File: src/logic/psr_pkg.sv
// package: register map, field positions, resets and timing for set point relay control
package psr_pkg;
  localparam int unsigned PSR_ADDR_W   = 8;
  localparam int unsigned PSR_VAL_W    = 16;
  // register byte offsets
  localparam logic [7:0] PSR_OFF_CTRL  = 8'h00; // mode, channel select, buttons
  localparam logic [7:0] PSR_OFF_STAT  = 8'h04; // relay state, edit state
  localparam logic [7:0] PSR_OFF_IRQS  = 8'h08; // sticky events, write one to clear
  localparam logic [7:0] PSR_OFF_IRQM  = 8'h0c; // interrupt mask
  localparam logic [7:0] PSR_OFF_CFG   = 8'h10; // module presence, control config
  localparam logic [7:0] PSR_OFF_EDIT  = 8'h14; // live edit value (read)
  localparam logic [7:0] PSR_OFF_DISP  = 8'h18; // display selection
  localparam logic [7:0] PSR_OFF_PRES0 = 8'h20; // measured pressure ch0..4
  localparam logic [7:0] PSR_OFF_RSP0  = 8'h40; // stored relay set points 0..4
  localparam logic [7:0] PSR_OFF_PSP0  = 8'h60; // protection sp cc, slot a
  localparam logic [7:0] PSR_OFF_CSP0  = 8'h68; // control sp cc, slot a
  // ctrl fields
  localparam int unsigned PSR_CTRL_MODE_LSB = 0;  // 2 bits
  localparam int unsigned PSR_CTRL_CH_LSB   = 4;  // 3 bits
  localparam int unsigned PSR_CTRL_UP       = 8;
  localparam int unsigned PSR_CTRL_DN       = 9;
  // cfg fields
  localparam int unsigned PSR_CFG_PRES_LSB  = 0;  // 5 bits: channel has module
  localparam int unsigned PSR_CFG_SINGLE_A  = 5;
  localparam int unsigned PSR_CFG_SINGLE_B  = 6;
  localparam int unsigned PSR_CFG_CCCTL     = 8;  // 0: none, 1: b1, 2: b2
  localparam int unsigned PSR_CFG_SHARED    = 10;
  // interrupt events
  localparam int unsigned PSR_EV_COMMIT = 0;
  localparam int unsigned PSR_EV_RELAY  = 1;
  localparam int unsigned PSR_EV_W      = 2;
  // values
  localparam logic [15:0] PSR_SP_DISABLED = 16'h0000;
  localparam logic [15:0] PSR_SP_MIN      = 16'h0010; // bottom of range
  localparam logic [15:0] PSR_SP_MAX      = 16'hfff0;
  localparam logic [15:0] PSR_HYST        = 16'h0004;
  // timing
  localparam int unsigned PSR_CLK_MHZ      = 100;
  localparam int unsigned PSR_STEP_SLOW_MS = 200;
  localparam int unsigned PSR_STEP_FAST_MS = 20;
  localparam int unsigned PSR_HOLD_MS      = 1000;
  localparam int unsigned PSR_SLOW_CYC = PSR_STEP_SLOW_MS * 1000 * PSR_CLK_MHZ;
  localparam int unsigned PSR_FAST_CYC = PSR_STEP_FAST_MS * 1000 * PSR_CLK_MHZ;
  localparam int unsigned PSR_HOLD_CYC = PSR_HOLD_MS * 1000 * PSR_CLK_MHZ;
  typedef enum logic [1:0] {PSR_MODE_PRESS, PSR_MODE_RELAY, PSR_MODE_PROT,
                            PSR_MODE_OTHER} psr_mode_e;
  // channels: 0 cc, 1 a1, 2 a2, 3 b1, 4 b2
  localparam logic [2:0] PSR_CH_CC = 3'h0;
  localparam logic [2:0] PSR_CH_A1 = 3'h1;
  localparam logic [2:0] PSR_CH_B1 = 3'h3;
  localparam logic [2:0] PSR_CH_B2 = 3'h4;
  // display line labels
  localparam logic [2:0] PSR_LBL_NONE = 3'h0;
  localparam logic [2:0] PSR_LBL_NO   = 3'h1;
  localparam logic [2:0] PSR_LBL_HAS  = 3'h2;
  localparam logic [2:0] PSR_LBL_PROT = 3'h3;
  localparam logic [2:0] PSR_LBL_CTRL = 3'h4;
  localparam logic [2:0] PSR_LBL_B1   = 3'h5;
  localparam logic [2:0] PSR_LBL_B2   = 3'h6;
endpackage : psr_pkg

File: src/logic/psr_button_rate.sv
// button pacing: one step on press, repeated steps while held, faster after a hold
`timescale 1ns/1ps
`default_nettype none
module psr_button_rate #(
  parameter int unsigned SLOW_CYC = psr_pkg::PSR_SLOW_CYC,
  parameter int unsigned FAST_CYC = psr_pkg::PSR_FAST_CYC,
  parameter int unsigned HOLD_CYC = psr_pkg::PSR_HOLD_CYC
) (
  input  wire logic hclk,
  input  wire logic hresetn,
  input  wire logic button,
  output logic      step,
  output logic      press
);
  import psr_pkg::*;
  typedef struct packed {
    logic        last;
    logic [31:0] tick;
    logic [31:0] held;
    logic        step;
    logic        press;
  } psr_btn_s;
  psr_btn_s st_reg, st_next;

  // rate rises once held past the hold time
  always_comb begin
    st_next       = st_reg;
    st_next.last  = button;
    st_next.step  = 1'b0;
    st_next.press = button && !st_reg.last;
    if (!button) begin
      st_next.tick = '0;
      st_next.held = '0;
    end else if (!st_reg.last) begin
      st_next.step = 1'b1; // first step at the press edge
    end else begin
      if (st_reg.held < HOLD_CYC) st_next.held = st_reg.held + 32'h1;
      st_next.tick = st_reg.tick + 32'h1;
      if (st_reg.tick + 32'h1 >= ((st_reg.held >= HOLD_CYC) ? FAST_CYC : SLOW_CYC)) begin
        st_next.tick = '0;
        st_next.step = 1'b1;
      end
    end
  end

  always_ff @(posedge hclk or negedge hresetn) begin
    if (!hresetn) st_reg <= '0;
    else st_reg <= st_next;
  end
  assign step  = st_reg.step;
  assign press = st_reg.press;
endmodule : psr_button_rate
`default_nettype wire

File: src/logic/psr_setpoint_ctrl.sv
// set point relay control: compare, relays, panel editing, commit, display selection
//
// Overview of operation
// - five relays: cc, slot a two, slot b two, each own set point
// - single-channel module drives both relays of its slot from channel one
// - relay and indicator on while pressure below set point, else off
// - relays keep working in relay set point edit mode
// - empty slot selected shows no on its line, lists fitted channels
// - hysteresis around set point, trip may differ from display
// - up/down step the value, faster while held
// - edit applied and stored only when mode or channel selector moves
// - power loss before selector move discards the edit
// - at range bottom reached by a down step, a fresh down press gives 0.0; up returns to bottom
// - all set points default to 0.0 disabled
// - protection mode on cc channel shows protection value and label
// - selector move without change leaves outputs untouched
// - shared control sensor keeps two independent control set points
// - control channel selected: control value, control label on other slot line
// - shared: b1 edits cc control point, b2 edits slot a control point
// - control value shown on configured control channel line when protection mode selects b1 or b2, or cc or a1 with a control channel configured
// - selected line differs from control channel: print its name there
`timescale 1ns/1ps
`default_nettype none
module psr_setpoint_ctrl #(
  parameter int unsigned SLOW_CYC = psr_pkg::PSR_SLOW_CYC,
  parameter int unsigned FAST_CYC = psr_pkg::PSR_FAST_CYC,
  parameter int unsigned HOLD_CYC = psr_pkg::PSR_HOLD_CYC
) (
  input  wire logic        hclk,
  input  wire logic        hresetn,
  input  wire logic        hsel,
  input  wire logic [31:0] haddr,
  input  wire logic [1:0]  htrans,
  input  wire logic        hwrite,
  input  wire logic [2:0]  hsize,
  input  wire logic [31:0] hwdata,
  input  wire logic        hready,
  output logic      [31:0] hrdata,
  output logic             hreadyout,
  output logic             hresp,
  output logic      [4:0]  relay_drive,
  output logic      [4:0]  relay_indicator,
  output logic             irq
);
  import psr_pkg::*;

  typedef struct packed {
    logic             wr_pend;
    logic [7:0]       wr_addr;
    logic [31:0]      rdata;
    logic [1:0]       mode;
    logic [2:0]       chan;
    logic [1:0]       btn;
    logic [10:0]      cfg;
    logic [4:0][15:0] pres;
    logic [4:0][15:0] rsp;
    logic [1:0][15:0] psp;
    logic [1:0][15:0] csp;
    logic [15:0]      edit;
    logic             edit_dirty;
    logic             at_bottom;   // reached bottom on a down step; kept until an up step or selector move
    logic [4:0]       relay;
    logic [4:0][2:0]  lbl;
    logic [4:0]       show_val;
    logic [PSR_EV_W-1:0] irqs;
    logic [PSR_EV_W-1:0] irqm;
    logic             irq;
  } psr_st_s;
  psr_st_s st_reg, st_next;

  logic up_step, dn_step, up_press, dn_press;
  psr_button_rate #(.SLOW_CYC(SLOW_CYC), .FAST_CYC(FAST_CYC), .HOLD_CYC(HOLD_CYC)) u_up (
    .hclk(hclk), .hresetn(hresetn), .button(st_reg.btn[0]), .step(up_step), .press(up_press));
  psr_button_rate #(.SLOW_CYC(SLOW_CYC), .FAST_CYC(FAST_CYC), .HOLD_CYC(HOLD_CYC)) u_dn (
    .hclk(hclk), .hresetn(hresetn), .button(st_reg.btn[1]), .step(dn_step), .press(dn_press));

  // pressure channel that drives each relay; single modules use their first channel
  function automatic logic [2:0] src_ch(input logic [2:0] r, input logic [10:0] c);
    src_ch = r;
    if (r == 3'h2 && c[PSR_CFG_SINGLE_A]) src_ch = 3'h1;
    if (r == 3'h4 && c[PSR_CFG_SINGLE_B]) src_ch = 3'h3;
  endfunction : src_ch

  // control channel configured for cold cathode (b1 or b2)
  function automatic logic [2:0] ctl_ch(input logic [10:0] c);
    ctl_ch = (c[PSR_CFG_CCCTL+:2] == 2'h2) ? PSR_CH_B2 : PSR_CH_B1;
  endfunction : ctl_ch

  logic        ap_take;
  logic [15:0] cur_val;
  logic [15:0] stepped;
  always_comb begin
    ap_take = hsel && hready && htrans[1];
    // stored value of whatever the selectors point at
    cur_val = PSR_SP_DISABLED;
    if (st_reg.mode == PSR_MODE_RELAY && st_reg.chan <= 3'h4) cur_val = st_reg.rsp[st_reg.chan];
    else if (st_reg.mode == PSR_MODE_PROT) begin
      if (st_reg.chan == PSR_CH_CC || st_reg.chan == PSR_CH_A1)
        cur_val = st_reg.psp[st_reg.chan[0]];
      else if (st_reg.chan == PSR_CH_B1 || st_reg.chan == PSR_CH_B2)
        cur_val = st_reg.csp[(st_reg.cfg[PSR_CFG_SHARED] && st_reg.chan == PSR_CH_B2) ? 1 :
                             (st_reg.cfg[PSR_CFG_SHARED] ? 0 : 0)];
    end
    stepped = st_reg.edit;
  end

  logic editable;
  assign editable = (st_reg.mode == PSR_MODE_RELAY && st_reg.chan <= 3'h4 &&
                     st_reg.cfg[PSR_CFG_PRES_LSB + st_reg.chan]) ||
                    (st_reg.mode == PSR_MODE_PROT && st_reg.chan <= 3'h4 && st_reg.chan != 3'h2);

  always_comb begin
    logic [2:0]  ch_sel;
    logic [7:0]  a;
    logic        sel_moved;
    logic [15:0] thr;
    logic [1:0]  cidx;
    ch_sel    = '0;
    a         = '0;
    sel_moved = 1'b0;
    thr       = '0;
    cidx      = '0;
    st_next   = st_reg;
    st_next.rdata = 32'h0;
    // ahb-lite: zero wait states, always okay
    st_next.wr_pend = ap_take && hwrite;
    if (ap_take) st_next.wr_addr = haddr[7:0];
    if (ap_take && !hwrite) begin
      a = haddr[7:0];
      unique case (a)
        PSR_OFF_CTRL: st_next.rdata = {22'h0, st_reg.btn, 1'b0, st_reg.chan, 2'h0, st_reg.mode};
        PSR_OFF_STAT: st_next.rdata = {26'h0, st_reg.edit_dirty, st_reg.relay};
        PSR_OFF_IRQS: st_next.rdata = {30'h0, st_reg.irqs};
        PSR_OFF_IRQM: st_next.rdata = {30'h0, st_reg.irqm};
        PSR_OFF_CFG:  st_next.rdata = {21'h0, st_reg.cfg};
        PSR_OFF_EDIT: st_next.rdata = {16'h0, st_reg.edit};
        PSR_OFF_DISP: st_next.rdata = {12'h0, st_reg.show_val, st_reg.lbl};
        default: begin
          if (a >= PSR_OFF_PRES0 && a < PSR_OFF_PRES0 + 8'h14)
            st_next.rdata = {16'h0, st_reg.pres[3'((a - PSR_OFF_PRES0) >> 2)]};
          else if (a >= PSR_OFF_RSP0 && a < PSR_OFF_RSP0 + 8'h14)
            st_next.rdata = {16'h0, st_reg.rsp[3'((a - PSR_OFF_RSP0) >> 2)]};
          else if (a == PSR_OFF_PSP0 || a == PSR_OFF_PSP0 + 8'h4)
            st_next.rdata = {16'h0, st_reg.psp[a[2]]};
          else if (a == PSR_OFF_CSP0 || a == PSR_OFF_CSP0 + 8'h4)
            st_next.rdata = {16'h0, st_reg.csp[a[2]]};
        end
      endcase
    end
    // write data phase
    if (st_reg.wr_pend) begin
      a = st_reg.wr_addr;
      if (a == PSR_OFF_CTRL) begin
        st_next.mode = hwdata[PSR_CTRL_MODE_LSB+:2];
        st_next.chan = hwdata[PSR_CTRL_CH_LSB+:3];
        st_next.btn  = {hwdata[PSR_CTRL_DN], hwdata[PSR_CTRL_UP]};
        sel_moved = (hwdata[PSR_CTRL_MODE_LSB+:2] != st_reg.mode) ||
                    (hwdata[PSR_CTRL_CH_LSB+:3] != st_reg.chan);
      end
      if (a == PSR_OFF_IRQS) st_next.irqs = st_reg.irqs & ~hwdata[PSR_EV_W-1:0];
      if (a == PSR_OFF_IRQM) st_next.irqm = hwdata[PSR_EV_W-1:0];
      if (a == PSR_OFF_CFG)  st_next.cfg  = hwdata[10:0];
      if (a >= PSR_OFF_PRES0 && a < PSR_OFF_PRES0 + 8'h14)
        st_next.pres[3'((a - PSR_OFF_PRES0) >> 2)] = hwdata[15:0];
    end

    // commit only on selector move, and only a changed value
    if (sel_moved) begin
      if (st_reg.edit_dirty) begin
        if (st_reg.mode == PSR_MODE_RELAY) st_next.rsp[st_reg.chan] = st_reg.edit;
        else if (st_reg.chan == PSR_CH_CC || st_reg.chan == PSR_CH_A1)
          st_next.psp[st_reg.chan[0]] = st_reg.edit;
        else begin
          cidx = (st_reg.cfg[PSR_CFG_SHARED] && st_reg.chan == PSR_CH_B2) ? 2'h1 : 2'h0;
          st_next.csp[cidx[0]] = st_reg.edit;
        end
        st_next.irqs[PSR_EV_COMMIT] = 1'b1;
      end
      st_next.edit_dirty = 1'b0;
      st_next.at_bottom  = 1'b0;
    end else if (!st_reg.edit_dirty) begin
      st_next.edit = cur_val; // track stored value until touched
    end

    // up/down editing of the live value
    if (!sel_moved && editable) begin
      if (up_step) begin
        st_next.edit_dirty = 1'b1;
        if (stepped == PSR_SP_DISABLED) st_next.edit = PSR_SP_MIN;
        else if (stepped < PSR_SP_MAX) st_next.edit = stepped + 16'h1;
        st_next.at_bottom = 1'b0;
      end else if (dn_step) begin
        st_next.edit_dirty = 1'b1;
        if (stepped > PSR_SP_MIN) st_next.edit = stepped - 16'h1;
        else if (stepped == PSR_SP_MIN && dn_press && st_reg.at_bottom)
          st_next.edit = PSR_SP_DISABLED;
        if (stepped - 16'h1 == PSR_SP_MIN || stepped == PSR_SP_MIN) st_next.at_bottom = 1'b1;
      end
    end

    // relays evaluated in every mode, including edit
    for (int r = 0; r < 5; r++) begin
      thr = st_reg.rsp[r];
      if (thr == PSR_SP_DISABLED) st_next.relay[r] = 1'b0;
      else if (st_reg.relay[r])
        st_next.relay[r] = st_reg.pres[src_ch(3'(r), st_reg.cfg)] < thr + PSR_HYST;
      else
        st_next.relay[r] = st_reg.pres[src_ch(3'(r), st_reg.cfg)] < thr;
    end
    if (st_next.relay != st_reg.relay) st_next.irqs[PSR_EV_RELAY] = 1'b1;

    // display line selection
    ch_sel = st_reg.chan;
    for (int l = 0; l < 5; l++) begin
      st_next.lbl[l]      = PSR_LBL_NONE;
      st_next.show_val[l] = 1'b0;
    end
    if (st_reg.mode == PSR_MODE_RELAY && ch_sel <= 3'h4) begin
      if (!st_reg.cfg[PSR_CFG_PRES_LSB + ch_sel]) begin
        for (int l = 0; l < 5; l++)
          st_next.lbl[l] = st_reg.cfg[PSR_CFG_PRES_LSB + l] ? PSR_LBL_HAS : PSR_LBL_NONE;
        st_next.lbl[ch_sel] = PSR_LBL_NO;
      end else st_next.show_val[ch_sel] = 1'b1;
    end else if (st_reg.mode == PSR_MODE_PROT) begin
      if (ch_sel == PSR_CH_CC || ch_sel == PSR_CH_A1) begin
        st_next.show_val[ch_sel] = 1'b1;
        st_next.lbl[ch_sel + 3'h1] = PSR_LBL_PROT;
        if (st_reg.cfg[PSR_CFG_CCCTL+:2] != 2'h0)
          st_next.show_val[ctl_ch(st_reg.cfg)] = 1'b1;
      end else if (ch_sel == PSR_CH_B1 || ch_sel == PSR_CH_B2) begin
        st_next.show_val[ctl_ch(st_reg.cfg)] = 1'b1;
        st_next.show_val[PSR_CH_CC] = 1'b1;
        if (ch_sel != ctl_ch(st_reg.cfg))
          st_next.lbl[ch_sel] = (ctl_ch(st_reg.cfg) == PSR_CH_B1) ? PSR_LBL_B1 : PSR_LBL_B2;
        else
          st_next.lbl[(ch_sel == PSR_CH_B1) ? PSR_CH_B2 : PSR_CH_B1] = PSR_LBL_CTRL;
      end
    end

    st_next.irq = |(st_next.irqs & st_next.irqm);
  end

  // state is volatile: reset drops any uncommitted edit and restores defaults
  always_ff @(posedge hclk or negedge hresetn) begin
    if (!hresetn) st_reg <= '0;
    else st_reg <= st_next;
  end

  assign hrdata          = st_reg.rdata;
  assign hreadyout       = 1'b1;
  assign hresp           = 1'b0;
  assign relay_drive     = st_reg.relay;
  assign relay_indicator = st_reg.relay;
  assign irq             = st_reg.irq;

  a_disabled_off: assert property (@(posedge hclk) disable iff (!hresetn)
    (st_reg.rsp[0] == PSR_SP_DISABLED) |=> !relay_drive[0])
    else $error("disabled relay energized");
  a_below_on: assert property (@(posedge hclk) disable iff (!hresetn)
    (st_reg.rsp[1] != PSR_SP_DISABLED && st_reg.pres[1] < st_reg.rsp[1]
     && !st_reg.cfg[PSR_CFG_SINGLE_A]) |=> relay_drive[1])
    else $error("relay off while below set point");
  a_ind_match: assert property (@(posedge hclk) disable iff (!hresetn)
    relay_indicator == relay_drive) else $error("indicator differs from relay");
  a_no_early_commit: assert property (@(posedge hclk) disable iff (!hresetn)
    (!st_reg.wr_pend) |=> $stable(st_reg.rsp))
    else $error("set point stored without selector move");
  a_clean_keep: assert property (@(posedge hclk) disable iff (!hresetn)
    (!st_reg.edit_dirty) |=> $stable(st_reg.psp) && $stable(st_reg.csp))
    else $error("unchanged value altered storage");
  a_irq_level: assert property (@(posedge hclk) disable iff (!hresetn)
    irq == |(st_reg.irqs & st_reg.irqm))
    else $error("interrupt output mismatch");
  a_no_line: assert property (@(posedge hclk) disable iff (!hresetn)
    (st_reg.mode == PSR_MODE_RELAY && st_reg.chan == 3'h2 && !st_reg.cfg[2]
     && !st_reg.wr_pend) |=> st_reg.lbl[2] == PSR_LBL_NO)
    else $error("missing no message");
  a_single_src: assert property (@(posedge hclk) disable iff (!hresetn)
    (st_reg.cfg[PSR_CFG_SINGLE_A] && st_reg.rsp[2] == st_reg.rsp[1]
     && relay_drive[1] == relay_drive[2]) |=> relay_drive[1] == relay_drive[2])
    else $error("single module relays disagree");
endmodule : psr_setpoint_ctrl
`default_nettype wire

File: config.mk
export PLATFORM = sky130hd
export DESIGN_NAME = psr_setpoint_ctrl
export DESIGN_NICKNAME = d
export VERILOG_FILES = /design/src/logic/psr_pkg.sv /design/src/logic/psr_button_rate.sv /design/src/logic/psr_setpoint_ctrl.sv
export SDC_FILE = /design/constraint.sdc
export NUM_CORES = 1
export LEC_CHECK = 0
export BUFFER_PORTS_ARGS = -buffer_cell sky130_fd_sc_hd__buf_2
export CAP_MARGIN = 15
export CORE_MARGIN = 2
export CORE_UTILIZATION = 26
export DETAILED_ROUTE_END_ITERATION = 10
export GPL_ROUTABILITY_DRIVEN = 0
export PLACE_DENSITY = 0.43
export SETUP_SLACK_MARGIN = 0.2
export SLEW_MARGIN = 10
export SYNTH_ARGS = -nofsm -noshare
export SYNTH_HDL_FRONTEND = slang
export SYNTH_SLANG_ARGS = --single-unit
File: constraint.sdc
create_clock -name hclk -period 10.1 [get_ports hclk]
set_input_delay 2.02 -clock hclk [delete_from_list [all_inputs] [get_ports hclk]]
set_output_delay 2.02 -clock hclk [all_outputs]
set_load 0.02 [all_outputs]
==> metrics.txt <==
status complete, no violations; final instance area 33600 um^2; Post-Syn Instances 3096; CP Max Fanout 23; largest net degree at the start of global routing 149; crit start category flip-flop; final WL 108 mm; share of cells above drive strength 1 17.4%; latest clock arrival within the worst-skew pair 0.68 ns; worst slack at placement 4.64 ns; Async SR Flop Fraction 100%; I/O Buffers 60; CTS root buf clkbuf_16; synthesized cell area 29900 um^2; Final Cycle Share 51.6%; measured slew at the worst slew-check pin 1.20 ns; minimum clock period 5.21 ns; Distinct cells, synth 90; final setup vio count 0; die area 118000 um^2; DIE WIDTH 343 um; post-synth top area cell dfrtp_1; DRC 0; register bit total from synthesis 452; TritonCTS clock tree yes; maximum clock path buffer count 3; DP Wirelength 78.7 mm; # Post-CTS Setup Buffers 0; clock skew 0.0501 ns; Cell Rows 124; PD cells 161 nW/um^2; Non-Filler Instances 4618; clock-pin slew on the worst setup and hold paths 0.06 ns; CTS H-tree lvls 2; sequential area share after synthesis 37.8%; area grow syn2layout 12.3%; DR WL/cell 23.4 um; maxcap violations 0; vias per inst 5.23; NumNets Final 3315; number of global-route vias before repair 23600; Routed Antenna Nets 0; RSZ-0062 raised after global routing false; Warnings, synthesis 0; initial antenna violation count 7; WP data required 10.66 ns; core area 114000 um^2; top cells by area, synth dfrtp_1 (38%), mux2_2 (8.4%), ha_1 (7.7%), xnor2_1 (3.3%), mux4_2 (3.2%); initial cell density of the core 26.2%; Crit. End Element flip-flop; Yosys top cell area share 37.8%; Final Util 29.4%; grt ovf 0; Cell Area, Placed 31600 um^2; max FFs per register 277; Worst Hold Class reg -> reg; Die Y 343 um; post-cts gate resize count 0; CP arrival 5.78 ns; gr usage total 18.2%; Max-slew headroom 17.9%; Max Slew Vio Count 0; Worst Path Class, Setup reg -> reg; Initial DRC Count 1968; CTS Sinks 452; Primary FF master, synth dfrtp_1; Hold Vio Cnt, Final 0; setup TNS 0 ns; vias 24100; first-pass GRT wire length 161 mm; num ports 119; Leak 14.8 nW; Final Worst Setup Slack 4.89 ns; peak supply drop 0.111 mV; placed insts 4510; Initial DRT Pass Iterations 5; hold buffer count at CTS 0; CTS Buf Count 56; Post-synth EDFFs 0; maximum clock frequency 192 MHz; Mean Syn Cell Area 9.65 um^2
-- layout make-up --
| type | instances | area, um^2 |
|---|---|---|
| multi-input combinational | 2296 | 17100 |
| clock inverter | 24 | 322 |
| inverter | 133 | 499 |
| antenna | 4 | 10.0 |
| timing repair buffer | 119 | 795 |
| sequential | 452 | 11300 |
| fill | 12100 | 80600 |
| tap | 1512 | 1890 |
| clock buffer | 78 | 1620 |
-- critical path, cell delays in order, from the launching register on --
cell       delay (ns)
dfrtp_1          0.43
nand3_1          0.33
or4_1            0.79
or3_1            0.45
nor3_1           0.22
xor2_1           0.23
ha_1             0.28
nand2_1          0.07
mux2i_1          0.13
a311oi_1         0.25
o21ai_1          0.16
a2111oi_4        1.08
buf_4            0.45
a21oi_1          0.11
mux2i_1          0.15
-- cells by family (layout without fill, tap and decap cells) --
| logic type | Yosys count | after routing | synth area share (%) |
|---|---|---|---|
| XOR/XNOR | 162 | 162 | 4.75 |
| AND/OR/NAND/NOR | 939 | 939 | 16.1 |
| buffers and inverters | 360 | 354 | 5.23 |
| adder cells (fa/ha/maj) | 184 | 184 | 7.69 |
| other | 2 | 18 | 0.0251 |
| multiplexers | 335 | 335 | 14.0 |
| flip-flops | 452 | 452 | 37.8 |
| AO/OA/AOI/OAI | 662 | 662 | 14.4 |
-- metal layers --
metal | GRT usage (%) | part of all wire [%] | vias up
met2 | 28.3 | 45 | 595
met5 | 0 | 0.025 | -
met4 | 6.20 | 3.4 | 4
met1 | 25.9 | 47 | 12200
met3 | 2.15 | 4.5 | 156
li1 | - | - | 11200
-- metrics by stage --
| step | power (mW) | hold WS, ns |
|---|---|---|
| floorplan | 2.78 | 0.368 |
| global placement | 3.26 | 0.469 |
| detailed placement | 3.26 | 0.471 |
| CTS | 5.46 | 0.484 |
| global route | 5.64 | 0.515 |
| finish | 5.39 | 0.480 |
-- cells in the final DEF, fill, tap and decap left out, types with 58 or more instances in the layout --
master and instances:
mux2_2 223, a21oi_1 134, o21ai_0 176, dfrtp_1 450, xnor2_1 114, inv_1 129, ha_1 183, mux2i_1 69
and3_1 58, nor2_1 195, nand2_1 242, nand4_1 60, nand3_1 110
-- power by group --
part	switching (mW)	internal, mW
clock	0.873	1.29
sequential	0.228	1.90
combinational	0.713	0.386
total	1.81	3.58
-- cells in the mapped netlist (43+ instances only) --
cell,count
clkbuf_1,155
buf_4,45
xor2_1,48
o21ai_0,176
mux2_2,223
nand2_1,242
o22ai_1,51
nand4_1,60
xnor2_1,114
nand3_1,110
nor2_1,201
dfrtp_1,452
ha_1,183
a21oi_1,135
mux4_2,43
nor3_1,56
mux2i_1,69
and3_1,58
inv_1,129
-- final timing paths --
check / from / end / slack, ns / cells after the start
max: u_dn.st_reg[38] / u_dn.st_reg[41] / 4.89 / 14
min: st_reg[328] / st_reg[328] / 0.48 / 2
max reg2reg: u_dn.st_reg[38] / u_dn.st_reg[41] / 4.89 / 14
min reg2reg: st_reg[328] / st_reg[328] / 0.48 / 2
max in group asynchronous: hresetn / u_dn.st_reg[10] / 6.83 / 3
min in group asynchronous: hresetn / st_reg[212] / 1.26 / 1
(Power assumes the default switching activity.)
